**src/hdl/fhcd_defines.svh**
```systemverilog
`ifndef FHCD_DEFINES_SVH
`define FHCD_DEFINES_SVH

// ****************************************
// Opcodes
// ****************************************
`define FHCD_OP_DUMP       8'h0e
`define FHCD_OP_LOCK_LOW   7'h14
`define FHCD_OP_VERSION    8'h10
`define FHCD_OP_SENSE_INT  8'h08
`define FHCD_OP_SENSE_DRV  8'h04
`define FHCD_OP_SPECIFY    8'h03
`define FHCD_OP_PERP       8'h12

// ****************************************
// Result values and field positions
// ****************************************
`define FHCD_INVALID_ST0   8'h80
`define FHCD_LOCK_BIT      4
`define FHCD_DUMP_LEN      4'ha
`define FHCD_SENSE_INT_LEN 4'h2
`define FHCD_SHORT_LEN     4'h1
`define FHCD_SPECIFY_PRMS  2'h2
`define FHCD_ONE_PRM       2'h1
`define FHCD_RES_DEPTH     10
`define FHCD_RES_AW        4

`endif

```
**src/hdl/fhcd_pkg.sv**
```systemverilog
package fhcd_pkg;
    typedef enum logic [1:0] {
        FHCD_IDLE,
        FHCD_PARAM,
        FHCD_RESULT
    } fhcd_state_e;
endpackage

```
**src/hdl/fhcd_result_mem.sv**
```systemverilog
`timescale 1ns/1ps
`default_nettype none
module fhcd_result_mem #(
    parameter int DEPTH = 10,
    parameter int AW    = 4
) (
    // Clock
    input  wire logic          mclk,
    // Write side
    input  wire logic          wr_en,
    input  wire logic [AW-1:0] wr_addr,
    input  wire logic [7:0]    wr_data,
    // Read side
    input  wire logic [AW-1:0] rd_addr,
    output logic      [7:0]    rd_data
);
    logic [7:0] mem [DEPTH];

    always_ff @(posedge mclk) begin
        if (wr_en) begin
            mem[wr_addr] <= wr_data;
        end
        rd_data <= mem[rd_addr];
    end
endmodule
`default_nettype wire

```
**src/hdl/fhcd_decoder.sv**
```systemverilog
// Function
// RQ1: The settings dump command queues ten result bytes: four cylinders, timing pair, load/non-DMA, sectors, lock+perp, configure, precomp track.
// RQ2: The host sends the lock command as one byte, bit 7 the lock value and bits 6:0 the pattern 0010100.
// RQ3: A lock command returns one byte carrying the new lock value in bit 4 and zeros elsewhere.
// RQ4: The version query 10h returns one fixed identification byte.
// RQ5: Sense interrupt status 08h returns primary status then the present cylinder.
// RQ6: Sense drive status 04h takes one head/drive byte and returns one drive status byte.
// RQ7: Specify 03h takes a step-rate/unload byte and a load/non-DMA byte and returns nothing.
// RQ8: Perpendicular mode 12h takes one byte of overwrite, drive, gap and write-gate bits and returns nothing.
// RQ9: An undefined first byte returns one result byte of value 80h.
// RQ10: An undefined first byte changes no setting, and the decoder returns to idle once its result byte is read.
// RQ11: The host reads every result byte before writing the next opcode.
`timescale 1ns/1ps
`default_nettype none
`include "fhcd_defines.svh"
module fhcd_decoder #(
    parameter logic [7:0] VERSION_ID = 8'h5a  // Arbitrary identification value
) (
    // Clock and reset
    input  wire logic       mclk,
    input  wire logic       rst,
    // Host byte channel
    input  wire logic       cmd_wr,
    input  wire logic [7:0] cmd_data,
    input  wire logic       res_rd,
    output logic      [7:0] res_data,
    output logic            res_valid,
    output logic            cmd_ready,
    // Status from the rest of the controller
    input  wire logic [7:0] primary_status_byte,
    input  wire logic [7:0] drive_status_byte,
    input  wire logic [7:0] present_cylinder0,
    input  wire logic [7:0] present_cylinder1,
    input  wire logic [7:0] present_cylinder2,
    input  wire logic [7:0] present_cylinder3,
    input  wire logic [7:0] sectors_or_track_end,
    input  wire logic [7:0] config_byte,
    input  wire logic [7:0] precomp_start_track,
    // Drive status request
    output logic            drive_sense_req,
    output logic            head_select,
    output logic [1:0]      drive_select,
    // Settings
    output logic            lock,
    output logic [3:0]      step_rate_time,
    output logic [3:0]      head_unload_time,
    output logic [6:0]      head_load_time,
    output logic            non_dma_flag,
    output logic            overwrite_enable,
    output logic [3:0]      drive_perp_cfg,
    output logic            gap_select,
    output logic            write_gate_select
);
    // ****************************************
    // Decode
    // ****************************************
    fhcd_pkg::fhcd_state_e state;
    logic [7:0] opcode;
    logic [3:0] wr_ptr;
    logic [3:0] rd_ptr;
    logic [3:0] res_len;
    logic [1:0] prm_cnt;
    logic       loading;

    wire        accept      = cmd_wr && cmd_ready;
    wire        is_dump     = cmd_data == `FHCD_OP_DUMP;
    wire        is_lock     = cmd_data[6:0] == `FHCD_OP_LOCK_LOW;                    // RQ2
    wire        is_version  = cmd_data == `FHCD_OP_VERSION;
    wire        is_sense_i  = cmd_data == `FHCD_OP_SENSE_INT;
    wire        is_sense_d  = cmd_data == `FHCD_OP_SENSE_DRV;
    wire        is_specify  = cmd_data == `FHCD_OP_SPECIFY;
    wire        is_perp     = cmd_data == `FHCD_OP_PERP;
    wire        is_invalid  = !(is_dump || is_lock || is_version || is_sense_i
                                || is_sense_d || is_specify || is_perp);
    wire        in_idle     = state == fhcd_pkg::FHCD_IDLE;
    wire        in_param    = state == fhcd_pkg::FHCD_PARAM;
    wire        in_result   = state == fhcd_pkg::FHCD_RESULT;
    wire        last_param  = in_param && accept && prm_cnt == 2'h1;
    wire        result_pop  = in_result && res_rd && res_valid;
    wire        result_done = result_pop && rd_ptr == res_len - 4'h1;
    // Read address runs one ahead so the registered output is ready on the pop
    wire [3:0]  next_rd_ptr = result_pop ? rd_ptr + 4'h1 : rd_ptr;

    // Dump image, indexed by result position
    wire [7:0] lock_perp  = {lock, 1'b0, drive_perp_cfg, gap_select, write_gate_select};
    logic [7:0] dump_byte;
    always_comb begin
        case (wr_ptr)
            4'h0:    dump_byte = present_cylinder0;                                 // RQ1
            4'h1:    dump_byte = present_cylinder1;
            4'h2:    dump_byte = present_cylinder2;
            4'h3:    dump_byte = present_cylinder3;
            4'h4:    dump_byte = {step_rate_time, head_unload_time};
            4'h5:    dump_byte = {head_load_time, non_dma_flag};
            4'h6:    dump_byte = sectors_or_track_end;
            4'h7:    dump_byte = lock_perp;
            4'h8:    dump_byte = {1'b0, config_byte[6:0]};
            default: dump_byte = precomp_start_track;
        endcase
    end

    // Short answers are built straight at opcode time
    wire [7:0] short_byte = is_lock    ? (8'h00 | (8'h01 << `FHCD_LOCK_BIT)) & {8{cmd_data[7]}}   // RQ3
                          : is_version ? VERSION_ID                                  // RQ4
                          : is_sense_i ? primary_status_byte                         // RQ5
                          : `FHCD_INVALID_ST0;                                       // RQ9
    wire       short_one  = is_lock || is_version || is_invalid;

    // Write port of the result memory
    wire       mem_we   = loading || (in_idle && accept && (short_one || is_sense_i))
                          || (in_param && accept && opcode == `FHCD_OP_SENSE_DRV);
    wire [7:0] mem_wd   = loading ? (opcode == `FHCD_OP_SENSE_INT ? present_cylinder0 : dump_byte)
                          : in_param ? drive_status_byte                             // RQ6
                          : short_byte;
    wire [3:0] mem_wa   = loading ? wr_ptr : 4'h0;

    fhcd_result_mem #(
        .DEPTH (`FHCD_RES_DEPTH),
        .AW    (`FHCD_RES_AW)
    ) u_mem (
        .mclk    (mclk),
        .wr_en   (mem_we),
        .wr_addr (mem_wa),
        .wr_data (mem_wd),
        .rd_addr (next_rd_ptr),
        .rd_data (res_data)
    );

    // ****************************************
    // Sequencer
    // ****************************************
    always_ff @(posedge mclk or posedge rst) begin
        if (rst) begin
            state   <= fhcd_pkg::FHCD_IDLE;
            opcode  <= 8'h00;
            wr_ptr  <= 4'h0;
            rd_ptr  <= 4'h0;
            res_len <= 4'h0;
            prm_cnt <= 2'h0;
            loading <= 1'b0;
        end else begin
            case (state)
                fhcd_pkg::FHCD_IDLE: begin
                    if (accept) begin
                        opcode <= cmd_data;
                        rd_ptr <= 4'h0;
                        wr_ptr <= 4'h0;
                        if (is_dump) begin
                            loading <= 1'b1;
                            res_len <= `FHCD_DUMP_LEN;
                            state   <= fhcd_pkg::FHCD_RESULT;
                        end else if (is_sense_i) begin
                            loading <= 1'b1;                                        // RQ5
                            wr_ptr  <= 4'h1;
                            res_len <= `FHCD_SENSE_INT_LEN;
                            state   <= fhcd_pkg::FHCD_RESULT;
                        end else if (short_one) begin
                            res_len <= `FHCD_SHORT_LEN;                             // RQ9
                            state   <= fhcd_pkg::FHCD_RESULT;
                        end else begin
                            prm_cnt <= is_specify ? `FHCD_SPECIFY_PRMS : `FHCD_ONE_PRM;
                            state   <= fhcd_pkg::FHCD_PARAM;
                        end
                    end
                end
                fhcd_pkg::FHCD_PARAM: begin
                    if (accept) begin
                        prm_cnt <= prm_cnt - 2'h1;
                        if (last_param) begin
                            res_len <= `FHCD_SHORT_LEN;
                            state   <= opcode == `FHCD_OP_SENSE_DRV ? fhcd_pkg::FHCD_RESULT
                                                                     : fhcd_pkg::FHCD_IDLE; // RQ7 RQ8
                        end
                    end
                end
                fhcd_pkg::FHCD_RESULT: begin
                    if (loading) begin
                        wr_ptr  <= wr_ptr + 4'h1;
                        loading <= wr_ptr != res_len - 4'h1 && opcode == `FHCD_OP_DUMP;
                    end
                    if (result_pop) begin
                        rd_ptr <= rd_ptr + 4'h1;
                    end
                    if (result_done) begin
                        state <= fhcd_pkg::FHCD_IDLE;                                // RQ11
                    end
                end
                default: state <= fhcd_pkg::FHCD_IDLE;
            endcase
        end
    end

    // ****************************************
    // Settings, touched only by valid commands
    // ****************************************
    always_ff @(posedge mclk or posedge rst) begin
        if (rst) begin
            lock              <= 1'b0;
            step_rate_time    <= 4'h0;
            head_unload_time  <= 4'h0;
            head_load_time    <= 7'h00;
            non_dma_flag      <= 1'b0;
            overwrite_enable  <= 1'b0;
            drive_perp_cfg    <= 4'h0;
            gap_select        <= 1'b0;
            write_gate_select <= 1'b0;
            head_select       <= 1'b0;
            drive_select      <= 2'h0;
            drive_sense_req   <= 1'b0;
        end else begin
            drive_sense_req <= 1'b0;
            if (in_idle && accept && is_lock) begin                                  // RQ10
                lock <= cmd_data[7];                                                 // RQ3
            end
            if (in_param && accept) begin
                case (opcode)
                    `FHCD_OP_SPECIFY: begin
                        if (prm_cnt == `FHCD_SPECIFY_PRMS) begin
                            step_rate_time   <= cmd_data[7:4];                       // RQ7
                            head_unload_time <= cmd_data[3:0];
                        end else begin
                            head_load_time   <= cmd_data[7:1];
                            non_dma_flag     <= cmd_data[0];
                        end
                    end
                    `FHCD_OP_PERP: begin
                        overwrite_enable  <= cmd_data[7];                            // RQ8
                        drive_perp_cfg    <= cmd_data[5:2];
                        gap_select        <= cmd_data[1];
                        write_gate_select <= cmd_data[0];
                    end
                    default: begin
                        head_select     <= cmd_data[2];                              // RQ6
                        drive_select    <= cmd_data[1:0];
                        drive_sense_req <= 1'b1;
                    end
                endcase
            end
        end
    end

    // ****************************************
    // Host side outputs
    // ****************************************
    // Result byte is valid one cycle after the memory holds it; data is the memory's own register
    always_ff @(posedge mclk or posedge rst) begin
        if (rst) begin
            res_valid <= 1'b0;
            cmd_ready <= 1'b1;
        end else begin
            cmd_ready <= !(in_idle && accept && !in_param) ? (in_idle || in_param) && !(accept && !(in_param && !last_param))
                         || (result_done) : 1'b0;
            res_valid <= in_result && !result_done && !(result_pop && rd_ptr == res_len - 4'h2)
                         && (wr_ptr > next_rd_ptr || !loading);
        end
    end
endmodule
`default_nettype wire

```
**config.mk**
```make
export PLATFORM = sky130hd
export DESIGN_NAME = fhcd_decoder
export DESIGN_NICKNAME = d
export VERILOG_FILES = /design/src/hdl/fhcd_pkg.sv /design/src/hdl/fhcd_result_mem.sv /design/src/hdl/fhcd_decoder.sv
export VERILOG_INCLUDE_DIRS = /design/src /design/src/hdl
export SDC_FILE = /design/constraint.sdc
export NUM_CORES = 1
export LEC_CHECK = 0
export BUFFER_PORTS_ARGS = -buffer_cell sky130_fd_sc_hd__buf_2
export CORE_ASPECT_RATIO = 0.5
export CORE_MARGIN = 2
export CORE_UTILIZATION = 35
export CTS_BUF_LIST = sky130_fd_sc_hd__clkbuf_8
export CTS_CLUSTER_SIZE = 25
export DETAILED_ROUTE_END_ITERATION = 6
export PLACE_DENSITY = 0.59
export SLEW_MARGIN = 40
export SYNTH_ARGS = -nofsm -noshare
export SYNTH_HDL_FRONTEND = slang
export SYNTH_SLANG_ARGS = --single-unit
```
**constraint.sdc**
```tcl
create_clock -name mclk -period 3.2 [get_ports mclk]
set_input_delay 0.32 -clock mclk [delete_from_list [all_inputs] [get_ports mclk]]
set_output_delay 0.32 -clock mclk [all_outputs]
set_load 0.02 [all_outputs]
```
# ---- Yosys cells after proc, flatten, opt, wreduce, memory -nomap -nowiden
# Memory sizes are Yosys's and may differ from the RTL's. A register that Yosys moved wholly into a read port is not among the register bits.
# Cells that the tools add are included.
dict set report word_totals {
  latchBits 0
  ramBits 80
  word_cells 173
  n_memories 1
  ff_bits 55
  rom_bits 0
}
dict set report classes {
  magnitude_cmp 1
  addsub 5
  n_mul 0
  shifts 0
  bitwise 2
  reduce_logical 57
  n_eq_ne 37
  div 0
  mux 49
}
# memory depth width rd rd_ports_with_merged_regs write_ports line
set memory_table {}
lappend memory_table {u_mem.mem 10 8 1 1 1 fhcd_result_mem.sv:17} ;# logic [7:0] mem [DEPTH];
# cell count
set ops {}
lappend ops {{$pmux W8 S9} 1}
lappend ops {{$mux W8} 6}
lappend ops {{$mux W4} 11}
lappend ops {{$eq A8 B4 Y1 const B} 4}
lappend ops {{$mux W2} 14}
lappend ops {{$eq A8 B5 Y1 const B} 3}
lappend ops {{$pmux W4 S2} 3}
lappend ops {{$logic_and A1 B1 Y1} 19}
lappend ops {{$eq A4 B3 Y1 const B} 4}
lappend ops {{$eq A8 B2 Y1 const B} 2}
lappend ops {{$eq A8 B3 Y1 const B} 2}
lappend ops {{$logic_or A1 B1 Y1} 14}
lappend ops {{$ne A2 B2 Y1 const B} 6}
lappend ops {{$reduce_and A3 Y1} 4}
lappend ops {{$mux W1} 11}
lappend ops {{$add A4 B1 Y4 const B} 2}
lappend ops {{$eq A4 B2 Y1 const B} 2}
lappend ops {{$eq A4 B4 Y1} 2}
lappend ops {{$logic_not A1 Y1} 8}
lappend ops {{$reduce_and A2 Y1} 4}
lappend ops {{$eq A7 B5 Y1 const B} 1}
lappend ops {{$pmux W2 S3} 1}
lappend ops {{$reduce_and A6 Y1} 1}
lappend ops {{$reduce_and A5 Y1} 1}
lappend ops {{20 further kinds} 25}

# ---- Logic depth before layout (Yosys ltp)
# Gate-level depths: netlist of run 1.
dict set report logic_depth {
  depth_word 15
  ltp_mapped 12
  depth_no_buf 9
}

# ---- Modules after synthesis
# From an unflattened synthesis of run 1, not the netlist that was laid out.
dict set report hier_totals {
  cells_unflattened 601
  area_unflattened_um2 7143.1
}
# module seq_area_each_um2 cells_each instances area_each_um2
set by_module_without_submodules {}
lappend by_module_without_submodules {fhcd_decoder 1352.5 412 1 3741.1}
lappend by_module_without_submodules {fhcd_result_mem 2562.5 189 1 3402.0}

# ---- Least setup slack after synthesis of run 1
# Ideal clock, no wire load.
dict set report synth_timing {
  path_type {register -> register}
  from {register wr_ptr[0]}
  to {memory u_mem.mem[0][1], data pin}
  path_stages_with_launch 11
  slack_ps 491
  t_arrival_ps 2447
  required_ps 2938
  cell_sequence {dfrtp_1 -> clkbuf_1 -> inv_1 -> ha_1 -> buf_2 -> nor4_1 -> a21oi_1 -> clkbuf_1 -> o31ai_1 -> o221ai_1 -> a31oi_1}
}
dict set report synth_between {
  elab_chain_len 4
  elab_cells_between_ends 12
  cone_classes {eq/ne: 8; mux: 3; reduce/logical: 1}
}
# item line
set synth_lines {}
lappend synth_lines {{from (decl)} fhcd_decoder.sv:59} ;# logic [3:0] wr_ptr;
lappend synth_lines {{from (signal assigned)} fhcd_decoder.sv:178} ;# wr_ptr <= wr_ptr + 4'h1;
lappend synth_lines {{$eq A4 B4 Y1 (tied with other cells)} fhcd_decoder.sv:88} ;# case (wr_ptr)
lappend synth_lines {{$pmux W8 S9 (*)} fhcd_decoder.sv:88}
lappend synth_lines {{$mux W8 (*) (2 in series)} fhcd_decoder.sv:112} ;# wire [7:0] mem_wd = loading ? (opcode == `FHCD_OP_SENSE_INT ? present_cylinder0 : dump_byte)
lappend synth_lines {{net mem_wd[1]} fhcd_decoder.sv:112}
lappend synth_lines {{to (decl)} fhcd_result_mem.sv:17}
# The timed path passes the listed nets; every way through them passes the cells marked *.

# ---- Final worst setup path of run 1
dict set report layout_timing {
  from {register wr_ptr[1]}
  to {memory u_mem.mem[8][7], data pin}
}
# The elaborated chain is that of the path after synthesis.

==> summary.md, run 1 <==
| Metric | Value |
|---|---|
| CP required | `roughly 3300 ps` |
| Drt wl/cell | `20.1 µm` |
| Slew Limit Fails | `0` |
| Crit path max fanout | `11` |
| FF-to-FF setup slack | `approximately 190 ps` |
| YS warnings | `0` |
| RSZ-0062 raised after global routing | `false` |
| Vias | `5881` |
| TritonCTS clock tree | `done` |
| Crit path buffers/inverters | `2` |
| Slowest stage delay, CP | `about 680 ps` |
| Setup CP Type | `flop to flop` |
| WL met3 | `1210 µm` |
| Grt ovf | `0` |
| Final Critical Period | `3010 ps` |
| Min-delay worst type | `primary input to flop` |
| Seq cells post-synth | `~140` |
| Post-synth top flop | `edfxtp_1` |
| Yosys cell types | `74` |
| Initial core utilization | `0.357` |
| M1 wire length | `9970 µm` |
| Final hold viol count | `0` |
| Row count | `38` |
| Worst r2r src | `wr_ptr[1]` |
| Placer Congestion | `0.877` |
| Core area | `about 22000 µm²` |
| WL met2 | `around 10000 µm` |
| Status | `finished, final reports clean` |
| Tot Pwr | `between 6000 and 7000 µW` |
| Crit start category | `flop` |
| Avg Inst Size Synth | `12.4 µm²` |
| End point of the critical path | `u_mem.mem[8][7]` |
| Sum of negative setup slack | `0 ps` |
| First-pass GRT wire length | `between 30000 and 40000 µm` |
| CTS Buf Count | `17` |
| Vias in the first global route | `between 5000 and 6000` |
| Critical path's top delay family | `compound AO/OA/AOI/OAI gates` |
| R2R Path End | `u_mem.mem[8][7]` |
| Number of fill cells in the layout | `2102` |
| Max IR drop VDD | `0.000338 V` |
| 1st-iter DRT viols | `439` |
| Worst Tran Pin Value | `789 ps` |
| Later-pin clock latency in the skew report | `between 400 and 500 ps` |
| Leakage power | `roughly 0.0036 µW` |
| Dpl hpwl | `15200 µm` |
| Slew margin rel. | `0.474` |
| CTS HTree Levels | `4` |
| Post-synthesis cell area | `7740 µm²` |
| Total GRT Usage | `0.189` |
| Clock Skews | `15.7 ps` |
| DR top layer | `met4` |
| Min-Delay Path Depth | `2` |
| Fmax achieved | `around 330 MHz` |
| Fin nets | `850` |
| Critical-path cell list | `inv_1 > ha_1 > buf_4 > a22o_1 > nor3_1 > a2111oi_0 > o22ai_1 > a22oi_1` |
| Setup Buffers After CTS | `0` |
| Width of the die | `214 µm` |
| CTS max path bufs | `2` |
| Final period util | `0.940` |
| Initial antenna violation count | `0` |
| Via-to-Cell Ratio | `5.51` |
| Share of layout cells above drive strength 1 | `0.335` |
| Largest net degree at the start of global routing | `43` |
| Port bufs | `120` |
| Critical path depth | `8` |
| Clk sinks | `142` |
| I/O pins | `122` |
| Final setup fails | `0` |
| Antenna-violating nets left | `0` |
| Residual DRC | `0` |
| Routed WL | `21400 µm` |
| Post-synth EDFFs | `80` |
| P&R area growth vs syn | `18.3%` |
| Pwr dens | `roughly 660 nW/µm²` |
| Crit. End Element | `flop` |
| Synthesized netlist cell count | `624` |
| Post-CTS sizing | `0` |
| DRT Pass-1 Iters | `5` |
| Worst reg-to-reg path cell count | `8` |
| WP data arrival | `3150 ps` |
| Die Ht | `109 µm` |
| Syn nets | `720` |
| Die ar. | `roughly 23000 µm²` |
| Hold slack | `218 ps` |
| Sequential area share after synthesis | `0.506` |
| Slowest CP cell | `a22oi_1` |
| Post-synthesis async set-or-reset flop share | `0.380` |
| Worst setup startpoint | `wr_ptr[1]` |
| Clock root cell | `clkbuf_8` |
| N_diodes | `0` |
| Number of max-cap violations | `0` |
| Clock transition at path regs | `90 ps` |
## cell usage after synthesis, types with 5 or more instances
master     n  share of area
buf_2     20          0.013
a22oi_1   12          0.012
nor4_1     5         0.0040
nand3_1   10         0.0065
o211ai_1   6         0.0058
a221oi_1  11          0.012
nand2b_1   5         0.0040
xor2_1     6         0.0068
a31oi_1   10         0.0081
clkbuf_1  20         0.0097
mux2_2    28          0.041
mux4_2    13          0.038
nand2_1   42          0.020
nor2_1    24          0.012
dfxtp_1    8          0.021
inv_1     13         0.0063
dfrtp_1   53           0.17
nand3b_1   7         0.0068
and3_1     8         0.0065
a21oi_1   19          0.012
o21ai_0   16          0.010
ha_1      12          0.019
nor2b_1    7         0.0057
mux2i_1   64          0.083
edfxtp_1  80           0.31
mux2_1    10          0.015
a21o_1     5         0.0048
nor3_1    14         0.0091
a221oi_2   8          0.016
nand4_1    7         0.0057
## cell families after synthesis
| family | count (synthesis) | share of synthesized area |
|---|---|---|
| simple gates | 151 | 0.107 |
| fa+ha+maj | 12 | 0.0194 |
| compound gates | 128 | 0.124 |
| xor+xnor | 10 | 0.0147 |
| mux | 119 | 0.189 |
| buf+inv | 62 | 0.0393 |
| flops | 142 | 0.506 |
## how the worst min path moves through the flow
stage                     start           endpoint  slack, ps
floorplan           cmd_data[5]  head_load_time[4]        450
global placement    head_select        head_select        490
detailed placement          rst    drive_select[1]        410
CTS                 cmd_data[6]  head_load_time[5]        200
global route        cmd_data[6]  head_load_time[5]        220
finish              cmd_data[6]  head_load_time[5]        220
## worst register-to-register path: stages (launching register included)
cell	delay, ps
dfrtp_1	440
inv_1	140
ha_1	470
buf_4	240
a22o_1	130
nor3_1	40
a2111oi_0	370
o22ai_1	190
a22oi_1	680
## flip-flops by register name, summed over array words and instances (netlist names), 2 cells and up
register          count
u_mem.mem            80
u_mem.rd_data         8
prm_cnt               2
drive_perp_cfg        4
drive_select          2
step_rate_time        4
head_unload_time      4
rd_ptr                4
res_len               3
state                 2
wr_ptr                4
head_load_time        7
opcode                8
## metrics by stage
stage,util,instance area [µm²],setup WS (ps),cells
floorplan,-,7740,491,624
global placement,0.404,8750,377,1034
detailed placement,0.404,8760,265,1034
CTS,0.421,9130,218,1067
global route,0.422,9160,16.1,1067
finish,0.422,9160,192,1067
## layout make-up
type                       instances  area, µm²  share of cell area
clock buffer                      17        234              0.0256
clock inverter                    15        125              0.0137
inverter                          14       55.1             0.00601
multi-input combinational        420       3550               0.388
sequential                       142       3920               0.428
tap                              300        375              0.0410
timing repair buffer             159        896              0.0978
## cell usage in the layout (no fill, tap or decap), drive strengths merged, types with 16 or more instances in the layout
master | netlist | layout
mux2 | 38 | 38
a221oi | 19 | 19
inv | 14 | 22
dfrtp | 53 | 53
nand2 | 42 | 42
buf | 27 | 158
nor2 | 26 | 26
a21oi | 19 | 19
o21ai | 19 | 19
nor3 | 16 | 16
mux2i | 64 | 64
edfxtp | 80 | 80
mux4 | 17 | 17
clkbuf | 21 | 17
## per-layer routing
layer,vias up,track usage
met5,-,0
met3,18,0.0340
met1,2969,0.259
met4,0,0.0481
met2,194,0.313
li1,2700,-
## power by group
| part | leakage, µW | internal [µW] | switching, µW |
|---|---|---|---|
| clock | 0.000178 | 559 | 790 |
| sequential | 0.00142 | 2100 | 162 |
| combinational | 0.00204 | 1080 | 1390 |
## repair_timing
action | CTS | global route
endpoints found under the setup margin | 0 | 0
endpoints found under the hold margin | 40 | 0
hold buffers | 1 | 0
(Power assumes the default switching activity.)
==> run 2, diff against run 1 <==
PLACE_DENSITY = 0.61   (was 0.59)
clock period = 2.55 ns   (was 3.2 ns; I/O delays follow)
==> summary.md, run 2 (same netlist as run 1, synthesis figures left out) <==
| Metric | Value |
|---|---|
| Pre-CTS setup slack | `-191 ps (was 265 ps)` |
| GR met1 Demand/Resource | `0.253 (was 0.259)` |
| Largest regs | `u_mem.mem (80), opcode (8), u_mem.rd_data (8) (unchanged)` |
| Fmax achieved | `395 MHz (was 332 MHz)` |
| Total GRT Usage | `0.188 (was 0.189)` |
| Antenna-violating nets left | `0 (unchanged)` |
| N_diodes | `0 (unchanged)` |
| Routed WL | `21700 µm (was 21400 µm)` |
| Failing checks | `design-rule violations` |
| CTS Buf Count | `17 (unchanged)` |
| Die Ht | `109 µm (unchanged)` |
| Tot Pwr | `7950 µW (was 6080 µW)` |
| Residual DRC | `3 (was 0)` |
| Width of the die | `214 µm (unchanged)` |
| Max reg flops | `80 (unchanged)` |
| Clock root cell | `clkbuf_8 (unchanged)` |
| Most flops, register | `u_mem.mem (unchanged)` |
| Setup CP Type | `flop to flop (unchanged)` |
| CTS max path bufs | `2 (unchanged)` |
| TritonCTS clock tree | `done (unchanged)` |
| Critical path's top delay family | `compound AO/OA/AOI/OAI gates (unchanged)` |
| Worst Tran Pin Value | `608 ps (was 789 ps)` |
| Util after Layout | `0.436 (was 0.422)` |
| Leakage power | `0.00376 µW (was 0.00364 µW)` |
| Dpl hpwl | `15300 µm (was 15200 µm)` |
| Slowest stage delay, CP | `480 ps (was 680 ps)` |
| 1st-iter DRT viols | `405 (was 439)` |
| Final hold viol count | `0 (unchanged)` |
| Final non-filler cell total | `1086 (was 1067)` |
| WP data arrival | `2850 ps (was 3150 ps)` |
| Slowest CP cell | `nor4_1 (was a22oi_1)` |
| Met2 GRT Util | `0.317 (was 0.313)` |
| Initial core utilization | `0.357 (unchanged)` |
| Status | `finished, violations left (was finished, final reports clean)` |
| Row count | `38 (unchanged)` |
| Critical-path cell list | `buf_4 > ha_2 > nor4_1 > a21o_1 > buf_4 > or3_1 > o211ai_1 > a31oi_2 > buf_4 (was inv_1 > ha_1 > buf_4 > a22o_1 > nor3_1 > a2111oi_0 > o22ai_1 > a22oi_1)` |
| Port bufs | `120 (unchanged)` |
| I/O pins | `122 (unchanged)` |
| Crit path max fanout | `6 (was 11)` |
| Clock Skews | `16.4 ps (was 15.7 ps)` |
| Crit start category | `flop (unchanged)` |
| Final period util | `0.993 (was 0.940)` |
| Later-pin clock latency in the skew report | `460 ps (was 450 ps)` |
| P&R area growth vs syn | `22.2% (was 18.3%)` |
| Min-delay worst type | `primary input to flop (unchanged)` |
| Slew Limit Fails | `0 (unchanged)` |
| Post-Place Cells | `1049 (was 1034)` |
| Clock transition at path regs | `80 ps (was 90 ps)` |
| Commonest non-fill, non-tap cell in the layout | `buf_2 (unchanged)` |
| Clk sinks | `142 (unchanged)` |
| CTS HTree Levels | `4 (unchanged)` |
| Final setup fails | `0 (unchanged)` |
| Vias | `5936 (was 5881)` |
| Final Critical Period | `2530 ps (was 3010 ps)` |
| Crit. End Element | `flop (unchanged)` |
| DRT Pass-1 Iters | `7 (was 5)` |
| Drt wl/cell | `20.0 µm (was 20.1 µm)` |
| Slew margin rel. | `0.591 (was 0.474)` |
| RSZ-0062 raised after global routing | `true (was false)` |
| First-pass GRT wire length | `33600 µm (about the same)` |
| Hold slack | `153 ps (was 218 ps)` |
| Busiest grt layer | `met2 (unchanged)` |
| Initial antenna violation count | `0 (unchanged)` |
| Grt ovf | `0 (unchanged)` |
| Number of max-cap violations | `0 (unchanged)` |
| Via-to-Cell Ratio | `5.47 (was 5.51)` |
| GR Util met3 | `0.0326 (was 0.0340)` |
| Crit path buffers/inverters | `3 (was 2)` |
| Largest net degree at the start of global routing | `40 (was 43)` |
| Placer Congestion | `0.910 (was 0.877)` |
| Commonest non-fill, non-tap cells in the layout | `buf_2, edfxtp_1, mux2i_1 (unchanged)` |
| Pwr dens | `840 nW/µm² (was 664 nW/µm²)` |
| Fin nets | `869 (was 850)` |
| Core area | `21700 µm² (unchanged)` |
| Share of layout cells above drive strength 1 | `0.361 (was 0.335)` |
| Vias in the first global route | `5902 (was 5916)` |
| Final worst slack | `18.0 ps (was 192 ps)` |
| Die ar. | `23400 µm² (unchanged)` |
| CP required | `2870 ps (was 3340 ps)` |
| Worst path most repeated cell | `buf_4` |
| Max IR drop VDD | `0.000385 V (was 0.000338 V)` |
[run 2: cell types whose count changed in the layout (fill, tap and decap cells not counted), moves of 2 or more]
| cell | delta |
|---|---|
| ha_4 | +3 |
| buf_4 | +12 |
| buf_12 | +2 |
| inv_6 | -4 |
| a31oi_4 | +2 |
| buf_6 | +5 |
| ha_1 | -4 |
| bufinv_16 | +2 |
[run 2: timing repair]
item,in CTS,in global routing
buffers inserted,0,3
endpoints found under the hold margin,36,0
setup endpoints to repair,14,80
hold buffers,1,0
resized for setup,2,25
gates cloned,0,1
pin swaps,1,5
[run 2: per-stage QoR]
| step | instance area [µm²] | TNS (ps) |
|---|---|---|
| floorplan | 7770 | 0 |
| global placement | 8910 | -381 |
| detailed placement | 8920 | -1910 |
| CTS | 9330 | 0 |
| global route | 9460 | -304 |
| finish | 9460 | 0 |
[run 2: where the power goes]
group          internal, µW  leakage [µW]  switching, µW
clock                   897      0.000198            919
sequential             2630       0.00142            230
combinational          1480       0.00215           1790
total                  5010       0.00376           2940
[run 2: path summary, 6_finish.rpt]
path                                        from  slack (ps)  cells past startpoint           endpoint
worst max register to register         wr_ptr[0]          20                      9    u_mem.mem[2][5]
worst min register to register  overwrite_enable         510                      1   overwrite_enable
max in group asynchronous                    rst        1600                      4  step_rate_time[0]
min in group asynchronous                    rst         400                      3    drive_sense_req
worst min-delay path                 cmd_data[6]         150                      2  head_load_time[5]
worst max-delay path                   wr_ptr[0]          20                      9    u_mem.mem[2][5]
[run 2: layer usage]
metal,routed length (µm),vias to the layer above
li1,-,2735
met2,10400,193
met5,0,-
met3,1160,26
met4,293,0
met1,9890,2982
[run 2: area by class of cell]
type	count	area [µm²]
Fill cell	2078	12200
Sequential cell	142	3920
Multi-Input combinational cell	420	3630
Timing Repair Buffer	178	1080
Tap cell	300	375
Clock buffer	18	248
Clock inverter	14	145
Inverter	14	57.6
[run 2: worst register-to-register path, stage by stage, from the launching register on]
cell and delay, ps:
dfrtp_2 470, buf_4 150, ha_2 220, nor4_1 480, a21o_1 160, buf_4 120, or3_1 120, o211ai_1 100
a31oi_2 360, buf_4 210
